<file path="src/timer_mode_pkg.sv">
/*
 * constants, field layouts and carrier types for the timer channel mode control.
 * assumes a 32-bit AXI4-Lite register bus and one synchronous clock domain.
 */
`default_nettype none

package timer_mode_pkg;

    // register byte offsets
    localparam int unsigned ADDR_W      = 8;
    localparam logic [7:0]  MODE_OFS    = 8'h00;
    localparam logic [7:0]  CTRL_OFS    = 8'h04;
    localparam logic [7:0]  PERIOD_OFS  = 8'h08;
    localparam logic [7:0]  COUNT_OFS   = 8'h0C;
    localparam logic [7:0]  CAPTURE_OFS = 8'h10;
    localparam logic [7:0]  STATUS_OFS  = 8'h14;

    // mode register reset value and writable bits (13, 5 and 4 read zero)
    localparam logic [15:0] MODE_RESET  = 16'h0000;
    localparam logic [15:0] MODE_WMASK  = 16'hDFCF;
    localparam logic [15:0] PERIOD_RESET = 16'hFFFF;

    // control and status bit positions
    localparam int unsigned CTRL_START_BIT = 0;
    localparam int unsigned CTRL_STOP_BIT  = 1;
    localparam int unsigned STAT_RUN_BIT   = 0;
    localparam int unsigned STAT_OUT_BIT   = 1;
    localparam int unsigned STAT_UP_BIT    = 2;

    // trigger select encodings
    localparam logic [2:0] TRIG_SW     = 3'h0;
    localparam logic [2:0] TRIG_EDGE   = 3'h1;
    localparam logic [2:0] TRIG_BOTH   = 3'h2;
    localparam logic [2:0] TRIG_MASTER = 3'h4;

    // operating modes, mode bits 3 to 1
    localparam logic [2:0] OP_INTERVAL = 3'h0;
    localparam logic [2:0] OP_CAPTURE  = 3'h2;
    localparam logic [2:0] OP_EVENT    = 3'h3;
    localparam logic [2:0] OP_ONE      = 3'h4;
    localparam logic [2:0] OP_CAP_ONE  = 3'h6;

    // input valid edge encodings
    localparam logic [1:0] EDGE_FALL = 2'h0;
    localparam logic [1:0] EDGE_RISE = 2'h1;

    // bus responses
    localparam logic [1:0] RESP_OKAY   = 2'h0;
    localparam logic [1:0] RESP_SLVERR = 2'h2;

    // channel mode register layout, bit 15 first
    typedef struct packed {
        logic [1:0] prescaler_select;
        logic       zero13;
        logic       count_clock_select;
        logic       width_split_select;
        logic [2:0] trigger_select;
        logic [1:0] input_edge_select;
        logic [1:0] zero5_4;
        logic [2:0] mode_op;
        logic       start_interrupt_option;
    } mode_fields_t;

    // qualified edges of the channel input pin
    typedef struct packed {
        logic valid_edge;
        logic any_edge;
        logic end_edge;
    } pin_edges_t;

endpackage

`default_nettype wire

</file>
<file path="src/pin_edge_detect.sv">
/*
 * channel input pin synchroniser and edge qualifier.
 * assumes the pin is asynchronous to aclk; the caller gives the edge select.
 */
`timescale 1ns/1ps
`default_nettype none

module pin_edge_detect
(
    input  wire logic                    aclk,
    input  wire logic                    aresetn,
    input  wire logic                    ce,
    input  wire logic                    channel_input_pin,
    input  wire logic [1:0]              edge_sel,
    output var  timer_mode_pkg::pin_edges_t edges
);

    typedef struct packed {
        logic meta;
        logic sync;
        logic prev;
    } sync_state_t;

    sync_state_t st_ff;
    sync_state_t nxt_st;
    logic        rise;
    logic        fall;

    // meta feeds only sync; edges look at sync and prev
    always_comb
    begin
        nxt_st      = st_ff;
        nxt_st.meta = channel_input_pin;
        nxt_st.sync = st_ff.meta;
        nxt_st.prev = st_ff.sync;
    end

    always_ff @(posedge aclk)
    begin
        if (!aresetn)
            st_ff <= '0;
        else if (ce)
            st_ff <= nxt_st;
    end

    // end edge is the opposite of the valid one, any edge when both are valid
    assign rise             = st_ff.sync & ~st_ff.prev;
    assign fall             = ~st_ff.sync & st_ff.prev;
    assign edges.any_edge   = rise | fall;
    assign edges.valid_edge = (edge_sel == timer_mode_pkg::EDGE_FALL) ? fall :
                              (edge_sel == timer_mode_pkg::EDGE_RISE) ? rise : (rise | fall);
    assign edges.end_edge   = (edge_sel == timer_mode_pkg::EDGE_FALL) ? rise :
                              (edge_sel == timer_mode_pkg::EDGE_RISE) ? fall : (rise | fall);

endmodule

`default_nettype wire

</file>
<file path="src/timer_channel_mode_control.sv">
/*
 * mode control and counter of one 16-bit timer channel behind an AXI4-Lite slave.
 * assumes aclk at 20 MHz, synchronous active-low reset, master interrupt from the
 * same clock domain and an asynchronous channel input pin.
 */
`timescale 1ns/1ps
`default_nettype none

// Behaviour
// - split clear: one 16-bit counter
// - split set: counter works as 8-bit
// - trigger 000: only software start counts
// - trigger 001: valid pin edge starts/captures
// - trigger 010: both pin edges start/capture
// - trigger 100: master interrupt triggers channel
// - mode 000: interval timer, counts down
// - mode 010: capture, counts up
// - mode 0110: event counter, counts down
// - mode 100: one-count, counts down
// - mode 1100: capture one-count, counts up
// - option set, interval or capture: start raises irq, toggles output
// - option clear: start raises nothing
// - option clear: retrigger ignored while counting
// - one-count option set: retrigger restarts, irq
// - count clock select: count pin edges
module timer_channel_mode_control
#(
    parameter int unsigned CNT_W   = 16,
    parameter int unsigned SPLIT_W = 8
)
(
    input  wire logic        aclk,
    input  wire logic        aresetn,
    input  wire logic        ce,
    input  wire logic [7:0]  s_axi_awaddr,
    input  wire logic        s_axi_awvalid,
    output var  logic        s_axi_awready,
    input  wire logic [31:0] s_axi_wdata,
    input  wire logic [3:0]  s_axi_wstrb,
    input  wire logic        s_axi_wvalid,
    output var  logic        s_axi_wready,
    output var  logic [1:0]  s_axi_bresp,
    output var  logic        s_axi_bvalid,
    input  wire logic        s_axi_bready,
    input  wire logic [7:0]  s_axi_araddr,
    input  wire logic        s_axi_arvalid,
    output var  logic        s_axi_arready,
    output var  logic [31:0] s_axi_rdata,
    output var  logic [1:0]  s_axi_rresp,
    output var  logic        s_axi_rvalid,
    input  wire logic        s_axi_rready,
    input  wire logic        channel_input_pin,
    input  wire logic        master_irq,
    output var  logic        timer_irq,
    output var  logic        timer_out
);

    localparam logic [CNT_W-1:0] CNT_ONE    = CNT_W'(1);
    localparam logic [CNT_W-1:0] MASK_FULL  = '1;
    localparam logic [CNT_W-1:0] MASK_SPLIT = CNT_W'({SPLIT_W{1'b1}});

    typedef enum logic {IDLE, RUN} run_state_t;

    typedef struct packed {
        run_state_t                  state;
        timer_mode_pkg::mode_fields_t mode;
        logic [CNT_W-1:0]            period;
        logic [CNT_W-1:0]            count;
        logic [CNT_W-1:0]            capture;
        logic                        tout;
        logic                        irq;
        logic                        awready;
        logic                        wready;
        logic                        bvalid;
        logic [1:0]                  bresp;
        logic                        arready;
        logic                        rvalid;
        logic [1:0]                  rresp;
        logic [31:0]                 rdata;
        logic                        aw_got;
        logic                        w_got;
        logic [7:0]                  aw_addr;
        logic [31:0]                 wdata;
        logic [3:0]                  wstrb;
    } chan_state_t;

    chan_state_t                 st_ff;
    chan_state_t                 nxt_st;
    timer_mode_pkg::pin_edges_t  edges;
    logic                        sw_start;
    logic                        sw_stop;
    logic                        hw_trig;
    logic                        tick;
    logic                        start_evt;
    logic                        opt;
    logic                        mode_legal;
    logic [2:0]                  op;
    logic [CNT_W-1:0]            cnt_mask;
    logic [CNT_W-1:0]            reload;

    pin_edge_detect u_pin
    (
        .aclk              (aclk),
        .aresetn           (aresetn),
        .ce                (ce),
        .channel_input_pin (channel_input_pin),
        .edge_sel          (st_ff.mode.input_edge_select),
        .edges             (edges)
    );

    // mode decode shared by the sequencer and the checks
    always_comb
    begin
        op         = st_ff.mode.mode_op;
        opt        = st_ff.mode.start_interrupt_option;
        cnt_mask   = st_ff.mode.width_split_select ? MASK_SPLIT : MASK_FULL;
        reload     = st_ff.period & cnt_mask;
        tick       = st_ff.mode.count_clock_select ? edges.valid_edge : 1'b1;
        mode_legal = (op == timer_mode_pkg::OP_INTERVAL) || (op == timer_mode_pkg::OP_CAPTURE)
                  || (op == timer_mode_pkg::OP_ONE)
                  || ((op == timer_mode_pkg::OP_EVENT || op == timer_mode_pkg::OP_CAP_ONE) && !opt);
        // prohibited encodings select no source at all
        unique case (st_ff.mode.trigger_select)
            timer_mode_pkg::TRIG_SW:     hw_trig = 1'b0;
            timer_mode_pkg::TRIG_EDGE:   hw_trig = edges.valid_edge;
            timer_mode_pkg::TRIG_BOTH:   hw_trig = edges.any_edge;
            timer_mode_pkg::TRIG_MASTER: hw_trig = master_irq;
            default:                     hw_trig = 1'b0;
        endcase
    end

    // bus slave, register file and channel sequencer
    always_comb
    begin
        nxt_st = st_ff;
        nxt_st.irq = 1'b0;
        sw_start = 1'b0;
        sw_stop  = 1'b0;

        // ready is a one-cycle pulse, so a held valid is taken exactly once
        nxt_st.awready = s_axi_awvalid && !st_ff.aw_got && !st_ff.awready && !st_ff.bvalid;
        nxt_st.wready  = s_axi_wvalid && !st_ff.w_got && !st_ff.wready && !st_ff.bvalid;
        if (st_ff.awready && s_axi_awvalid)
        begin
            nxt_st.aw_got  = 1'b1;
            nxt_st.aw_addr = s_axi_awaddr;
        end
        if (st_ff.wready && s_axi_wvalid)
        begin
            nxt_st.w_got = 1'b1;
            nxt_st.wdata = s_axi_wdata;
            nxt_st.wstrb = s_axi_wstrb;
        end
        if (st_ff.bvalid && s_axi_bready)
            nxt_st.bvalid = 1'b0;
        if (st_ff.aw_got && st_ff.w_got && !st_ff.bvalid)
        begin
            nxt_st.aw_got = 1'b0;
            nxt_st.w_got  = 1'b0;
            nxt_st.bvalid = 1'b1;
            nxt_st.bresp  = timer_mode_pkg::RESP_OKAY;
            case (st_ff.aw_addr)
                timer_mode_pkg::MODE_OFS:
                begin
                    for (int b = 0; b < 2; b++)
                        if (st_ff.wstrb[b])
                            nxt_st.mode[b*8 +: 8] = st_ff.wdata[b*8 +: 8]
                                                  & timer_mode_pkg::MODE_WMASK[b*8 +: 8];
                end
                timer_mode_pkg::PERIOD_OFS:
                begin
                    for (int b = 0; b < 2; b++)
                        if (st_ff.wstrb[b])
                            nxt_st.period[b*8 +: 8] = st_ff.wdata[b*8 +: 8];
                end
                timer_mode_pkg::CTRL_OFS:
                begin
                    sw_start = st_ff.wstrb[0] && st_ff.wdata[timer_mode_pkg::CTRL_START_BIT];
                    sw_stop  = st_ff.wstrb[0] && st_ff.wdata[timer_mode_pkg::CTRL_STOP_BIT];
                end
                timer_mode_pkg::COUNT_OFS,
                timer_mode_pkg::CAPTURE_OFS,
                timer_mode_pkg::STATUS_OFS: ;
                default: nxt_st.bresp = timer_mode_pkg::RESP_SLVERR;
            endcase
        end

        // read channel: address taken, data one cycle later
        nxt_st.arready = s_axi_arvalid && !st_ff.arready && !st_ff.rvalid;
        if (st_ff.rvalid && s_axi_rready)
            nxt_st.rvalid = 1'b0;
        if (st_ff.arready && s_axi_arvalid)
        begin
            nxt_st.rvalid = 1'b1;
            nxt_st.rresp  = timer_mode_pkg::RESP_OKAY;
            nxt_st.rdata  = '0;
            case (s_axi_araddr)
                timer_mode_pkg::MODE_OFS:    nxt_st.rdata = 32'(st_ff.mode);
                timer_mode_pkg::CTRL_OFS:    nxt_st.rdata = '0;
                timer_mode_pkg::PERIOD_OFS:  nxt_st.rdata = 32'(st_ff.period);
                timer_mode_pkg::COUNT_OFS:   nxt_st.rdata = 32'(st_ff.count);
                timer_mode_pkg::CAPTURE_OFS: nxt_st.rdata = 32'(st_ff.capture);
                timer_mode_pkg::STATUS_OFS:
                begin
                    nxt_st.rdata[timer_mode_pkg::STAT_RUN_BIT] = (st_ff.state == RUN);
                    nxt_st.rdata[timer_mode_pkg::STAT_OUT_BIT] = st_ff.tout;
                    nxt_st.rdata[timer_mode_pkg::STAT_UP_BIT]  =
                        (op == timer_mode_pkg::OP_CAPTURE) || (op == timer_mode_pkg::OP_CAP_ONE);
                end
                default: nxt_st.rresp = timer_mode_pkg::RESP_SLVERR;
            endcase
        end

        // software start is always honoured; hardware only through the selector
        start_evt = sw_start || hw_trig;

        unique case (st_ff.state)
            IDLE:
            begin
                if (start_evt && mode_legal)
                begin
                    nxt_st.state = RUN;
                    if (op == timer_mode_pkg::OP_CAPTURE || op == timer_mode_pkg::OP_CAP_ONE)
                        nxt_st.count = '0;
                    else
                        nxt_st.count = reload;
                    // start effect only for interval and capture with the option set
                    if (opt && (op == timer_mode_pkg::OP_INTERVAL
                             || op == timer_mode_pkg::OP_CAPTURE))
                    begin
                        nxt_st.irq  = 1'b1;
                        nxt_st.tout = ~st_ff.tout;
                    end
                end
            end
            RUN:
            begin
                if (sw_stop || !mode_legal)
                    nxt_st.state = IDLE;
                else if (op == timer_mode_pkg::OP_INTERVAL || op == timer_mode_pkg::OP_EVENT)
                begin
                    // down count with reload at zero
                    if (tick && st_ff.count == '0)
                    begin
                        nxt_st.count = reload;
                        nxt_st.irq   = 1'b1;
                        nxt_st.tout  = ~st_ff.tout;
                    end
                    else if (tick)
                        nxt_st.count = (st_ff.count - CNT_ONE) & cnt_mask;
                end
                else if (op == timer_mode_pkg::OP_CAPTURE)
                begin
                    // capture trigger latches the interval and restarts from zero
                    if (hw_trig)
                    begin
                        nxt_st.capture = st_ff.count;
                        nxt_st.count   = '0;
                        nxt_st.irq     = 1'b1;
                    end
                    else if (tick)
                        nxt_st.count = (st_ff.count + CNT_ONE) & cnt_mask;
                end
                else if (op == timer_mode_pkg::OP_ONE)
                begin
                    if (start_evt && opt)
                    begin
                        nxt_st.count = reload;
                        nxt_st.irq   = 1'b1;
                    end
                    else if (tick && st_ff.count == '0)
                    begin
                        nxt_st.state = IDLE;
                        nxt_st.irq   = 1'b1;
                        nxt_st.tout  = ~st_ff.tout;
                    end
                    else if (tick)
                        nxt_st.count = (st_ff.count - CNT_ONE) & cnt_mask;
                end
                else
                begin
                    // width measured to the opposite edge; retrigger ignored
                    if (edges.end_edge)
                    begin
                        nxt_st.capture = st_ff.count;
                        nxt_st.irq     = 1'b1;
                        nxt_st.state   = IDLE;
                    end
                    else if (tick)
                        nxt_st.count = (st_ff.count + CNT_ONE) & cnt_mask;
                end
            end
        endcase
        nxt_st.count = nxt_st.count & cnt_mask;
    end

    // low ce freezes everything, bus handshakes too
    always_ff @(posedge aclk)
    begin
        if (!aresetn)
        begin
            st_ff        <= '0;
            st_ff.state  <= IDLE;
            st_ff.mode   <= timer_mode_pkg::MODE_RESET;
            st_ff.period <= CNT_W'(timer_mode_pkg::PERIOD_RESET);
        end
        else if (ce)
            st_ff <= nxt_st;
    end

    assign s_axi_awready = st_ff.awready;
    assign s_axi_wready  = st_ff.wready;
    assign s_axi_bvalid  = st_ff.bvalid;
    assign s_axi_bresp   = st_ff.bresp;
    assign s_axi_arready = st_ff.arready;
    assign s_axi_rvalid  = st_ff.rvalid;
    assign s_axi_rresp   = st_ff.rresp;
    assign s_axi_rdata   = st_ff.rdata;
    assign timer_irq     = st_ff.irq;
    assign timer_out     = st_ff.tout;
endmodule

`default_nettype wire

</file>
<file path="config.mk">
export PLATFORM = sky130hd
export DESIGN_NAME = timer_channel_mode_control
export DESIGN_NICKNAME = d
export VERILOG_FILES = /design/src/timer_mode_pkg.sv /design/src/pin_edge_detect.sv /design/src/timer_channel_mode_control.sv
export SDC_FILE = /design/constraint.sdc
export NUM_CORES = 1
export LEC_CHECK = 0
export BUFFER_PORTS_ARGS = -buffer_cell sky130_fd_sc_hd__buf_2
export CORE_ASPECT_RATIO = 0.5
export CORE_MARGIN = 2
export CORE_UTILIZATION = 35
export CTS_BUF_LIST = sky130_fd_sc_hd__clkbuf_4
export DETAILED_ROUTE_END_ITERATION = 8
export HOLD_SLACK_MARGIN = 0.02
export PLACE_DENSITY = 0.64
export SKIP_LAST_GASP = 1
export SYNTH_ARGS = -nofsm -noshare
export SYNTH_HDL_FRONTEND = slang
export SYNTH_HIERARCHICAL = 1
export SYNTH_SLANG_ARGS = --single-unit
</file>
<file path="constraint.sdc">
create_clock -name aclk -period 3.2 [get_ports aclk]
set_input_delay 0.32 -clock aclk [delete_from_list [all_inputs] [get_ports aclk]]
set_output_delay 0.32 -clock aclk [all_outputs]
set_load 0.01 [all_outputs]
</file>
==> impl_metrics.toml <==
[route]
wire_per_inst_um = 18.89
drt_pass1_iterations = 5
viasPerCell = 5.667
routed-via-count = 7316
ant_nets = 0
dr.first_iter.drc_count = 738
drc = 0
totalWireLength_mm = 24.38

[placed_design]
port-buffer-count = 68
dp_hpwl_mm = 17.90
gp_congestion = 0.9471

[power_and_ir_drop]
power_density_mw_per_mm2 = 356.0
p_leak_nw = 3.397
power_mw = 2.964
ir_drop_mv = 0.1954

[floorplanning]
ios = 105
core_area_mm2 = 0.01977
initial_core_util_pct = 36.28
dieArea_mm2 = 0.02173
rows = 36
fp.dieW_um = 206.5
die_y_um = 105.2

[setup_path]
endpoint_kind = "flop"
crit_end = "st_ff[120]$_SDFFE_PN0P_"
path_cells = "inv_1, ha_1, mux2i_1, nand2b_2, nand3_1, nor4_1, mux2i_1, nor4_1, a211oi_1, o21ai_0"
reg2reg_slack_ns = 0.26
crit_fanout = 8
crit_path_start_kind = "flop"
slowest_delay_ns = 0.43
reg2reg_to = "st_ff[120]$_SDFFE_PN0P_"
critical_path_arrival_ns = 3.40
worstPathRequired_ns = 3.67
critPathLaunch = "u_pin/st_ff[0]$_SDFFE_PN0P_"
path_class = "reg -> reg"
slowest_stage = "mux2i_1"
r2r.worst_path.cells = 10
rr_startpoint = "u_pin/st_ff[0]$_SDFFE_PN0P_"

[layout]
area_delta_synth_final_pct = 16.06
drive_gt1_share_pct = 17.56
nNetsFinal = 1078
antenna_cells = 0

[status]
status = "completed"

[sta]
slew_headroom_pct = 22.34
fin_crit_sh_pct = 91.79
setup_violations = 0
setup_tns_ns = 0
rsz0062_at_grt = "false"
drv_slew = 0
worst_slew_pin_slew_ns = 1.161
final.setup_skew_ns = 0.03643
min_period_ns = 2.937
clock.fmax_mhz = 340.4
hold_violations = 0

[flow_run]
cap_viol_max_count = 0

[global_routing]
grt_antenna_before_repair = 0
grt_max_degree = 44
grt_pass1_wl_mm = 37.96
gr-total-overflow = 0
first_global_vias = 6684
grt_use_total_pct = 22.63

[synth]
yosys_warnings = 6
synthesis.area_mm2 = 0.007174
async_flop_share_pct = 0
ys_seq_elements = 118
synth_flop_cell = "dfxtp_1"
ys_types = 82
synth.avg_cell_area_um2 = 7.690
synth_edf_count = 0
syn-instance-count = 933
ys_seq_area_share_pct = 32.93

[clock_network]
clock-sinks = 118
clkTransAtPathRegs_ns = 0.15
cts_buffers = 17
htreeDepth = 4
cts_tree = "done"
clk_path_buf_depth = 2
cts_post_setup_buffers_inserted = 0
cts_root_buffer = "clkbuf_4"
clock_latency_ns = 0.56

[min_path]
hp-class = "in -> reg"
final cells by class:
type	instances	area (um2)
clock buffers	18	135.1
clock inverters	14	191.4
fillers	1990	11450
inverters	14	52.55
multi-input cells	711	4212
flip-flops and latches	118	2362
well taps	266	332.8
repair buffers	150	1041
routing by layer:
layer	track usage, %	part of all wire [%]	up-vias
met5	0	0	-
met4	9.082	3.2	0
met3	5.597	9.6	57
met2	32.42	41	384
met1	32.16	46	3434
li1	-	-	3441
repair_timing:
item | CTS | global route
hold endpoints to repair | 29 | 0
resized for setup | 0 | 1
hold buffers | 29 | 0
setup endpoints to repair | 0 | 1
cell families after synthesis:
group | after synthesis | share of synthesized area (%)
flops | 118 | 32.93
simple gates | 388 | 25.92
buf+inv | 121 | 9.295
fa+ha+maj | 4 | 0.6976
mux | 53 | 7.604
compound gates | 225 | 20.70
xor+xnor | 23 | 2.808
other cells | 1 | 0.05227
where the power goes:
group,internal [mW],switching [mW]
combinational,0.0802,0.108
clock,0.578,0.708
sequential,1.48,0.00922
total,2.14,0.825
synthesized netlist by cell type, types with 12 or more instances:
master    count  area [um2]
mux2i_1      41       410.4
nor3_1       20       100.1
inv_1        14       52.55
clkbuf_1     50       187.7
o21ai_0      31       155.2
dfxtp_1     118        2362
nor4_1       15       93.84
a21oi_1      77       385.4
nor2b_1      13       81.33
mux2_2       12       135.1
nor2_1       90       337.8
a31oi_1      13       81.33
xnor2_1      13       113.9
buf_4        45       337.8
a22oi_1      14       105.1
nand3_1      36       180.2
nand2_1     144       540.5
metrics by stage:
step / hold WS (ns) / std cells / cell area (um2) / util, % / setup slack [ns]
after global routing: 0.06673 / 1291 / 8327 / 42.11 / 0.1058
after floorplan: 0.4363 / 950 / 7238 / - / 0.6235
after CTS: 0.03381 / 1291 / 8324 / 42.10 / 0.1941
final: 0.06648 / 1291 / 8327 / 42.11 / 0.2627
after detailed placement: 0.4489 / 1230 / 7707 / 38.98 / 0.2113
after global placement: 0.4441 / 1230 / 7707 / 38.98 / 0.2966
cells in the final DEF (no fill, tap or decap), types with 12 or more instances in the layout:
master,count
nand2_1,144
nor2_1,90
mux2i_1,41
nor4_1,15
a31oi_1,13
mux2_2,12
buf_4,52
dfxtp_1,118
xnor2_1,13
inv_1,13
conb_1,18
o21ai_0,31
nor2b_1,13
clkbuf_4,18
nand3_1,36
a22oi_1,14
nor3_1,20
a21oi_1,77
dlygate4sd3_1,29
buf_2,68
sequential cells by signal, summed over array words and instances (netlist names):
| name | count |
|---|---|
| st_ff | 86 |
| s_axi_rdata | 16 |
| op | 3 |
| u_pin/nxt_st | 2 |
| opt | 1 |
| s_axi_arready | 1 |
| s_axi_awready | 1 |
| s_axi_bresp | 1 |
| s_axi_bvalid | 1 |
| s_axi_rresp | 1 |
| s_axi_rvalid | 1 |
| s_axi_wready | 1 |
| timer_irq | 1 |
| timer_out | 1 |
| u_pin/st_ff | 1 |
worst min-delay path by stage:
stage                                start  slack (ns)                         to  cells after the start
finish                        s_axi_rready        0.07  s_axi_rvalid$_SDFFE_PN0P_                      4
global route                  s_axi_rready        0.07  s_axi_rvalid$_SDFFE_PN0P_                      4
CTS                           s_axi_rready        0.03  s_axi_rvalid$_SDFFE_PN0P_                      4
detailed placement  st_ff[37]$_SDFFE_PN0P_        0.45     st_ff[37]$_SDFFE_PN0P_                      2
global placement    st_ff[37]$_SDFFE_PN0P_        0.44     st_ff[37]$_SDFFE_PN0P_                      2
floorplan           st_ff[37]$_SDFFE_PN0P_        0.44     st_ff[37]$_SDFFE_PN0P_                      2
critical path, delay by kind of cell (launching register included):
| family | cells | cell delay, ns |
|---|---|---|
| buffers and inverters | 1 | 0.06 |
| AO/OA/AOI/OAI | 2 | 0.32 |
| adder cells (fa/ha/maj) | 1 | 0.31 |
| multiplexers | 2 | 0.72 |
| flip-flops | 1 | 0.38 |
| AND/OR/NAND/NOR | 4 | 1.06 |
(Power assumes the default switching activity.)
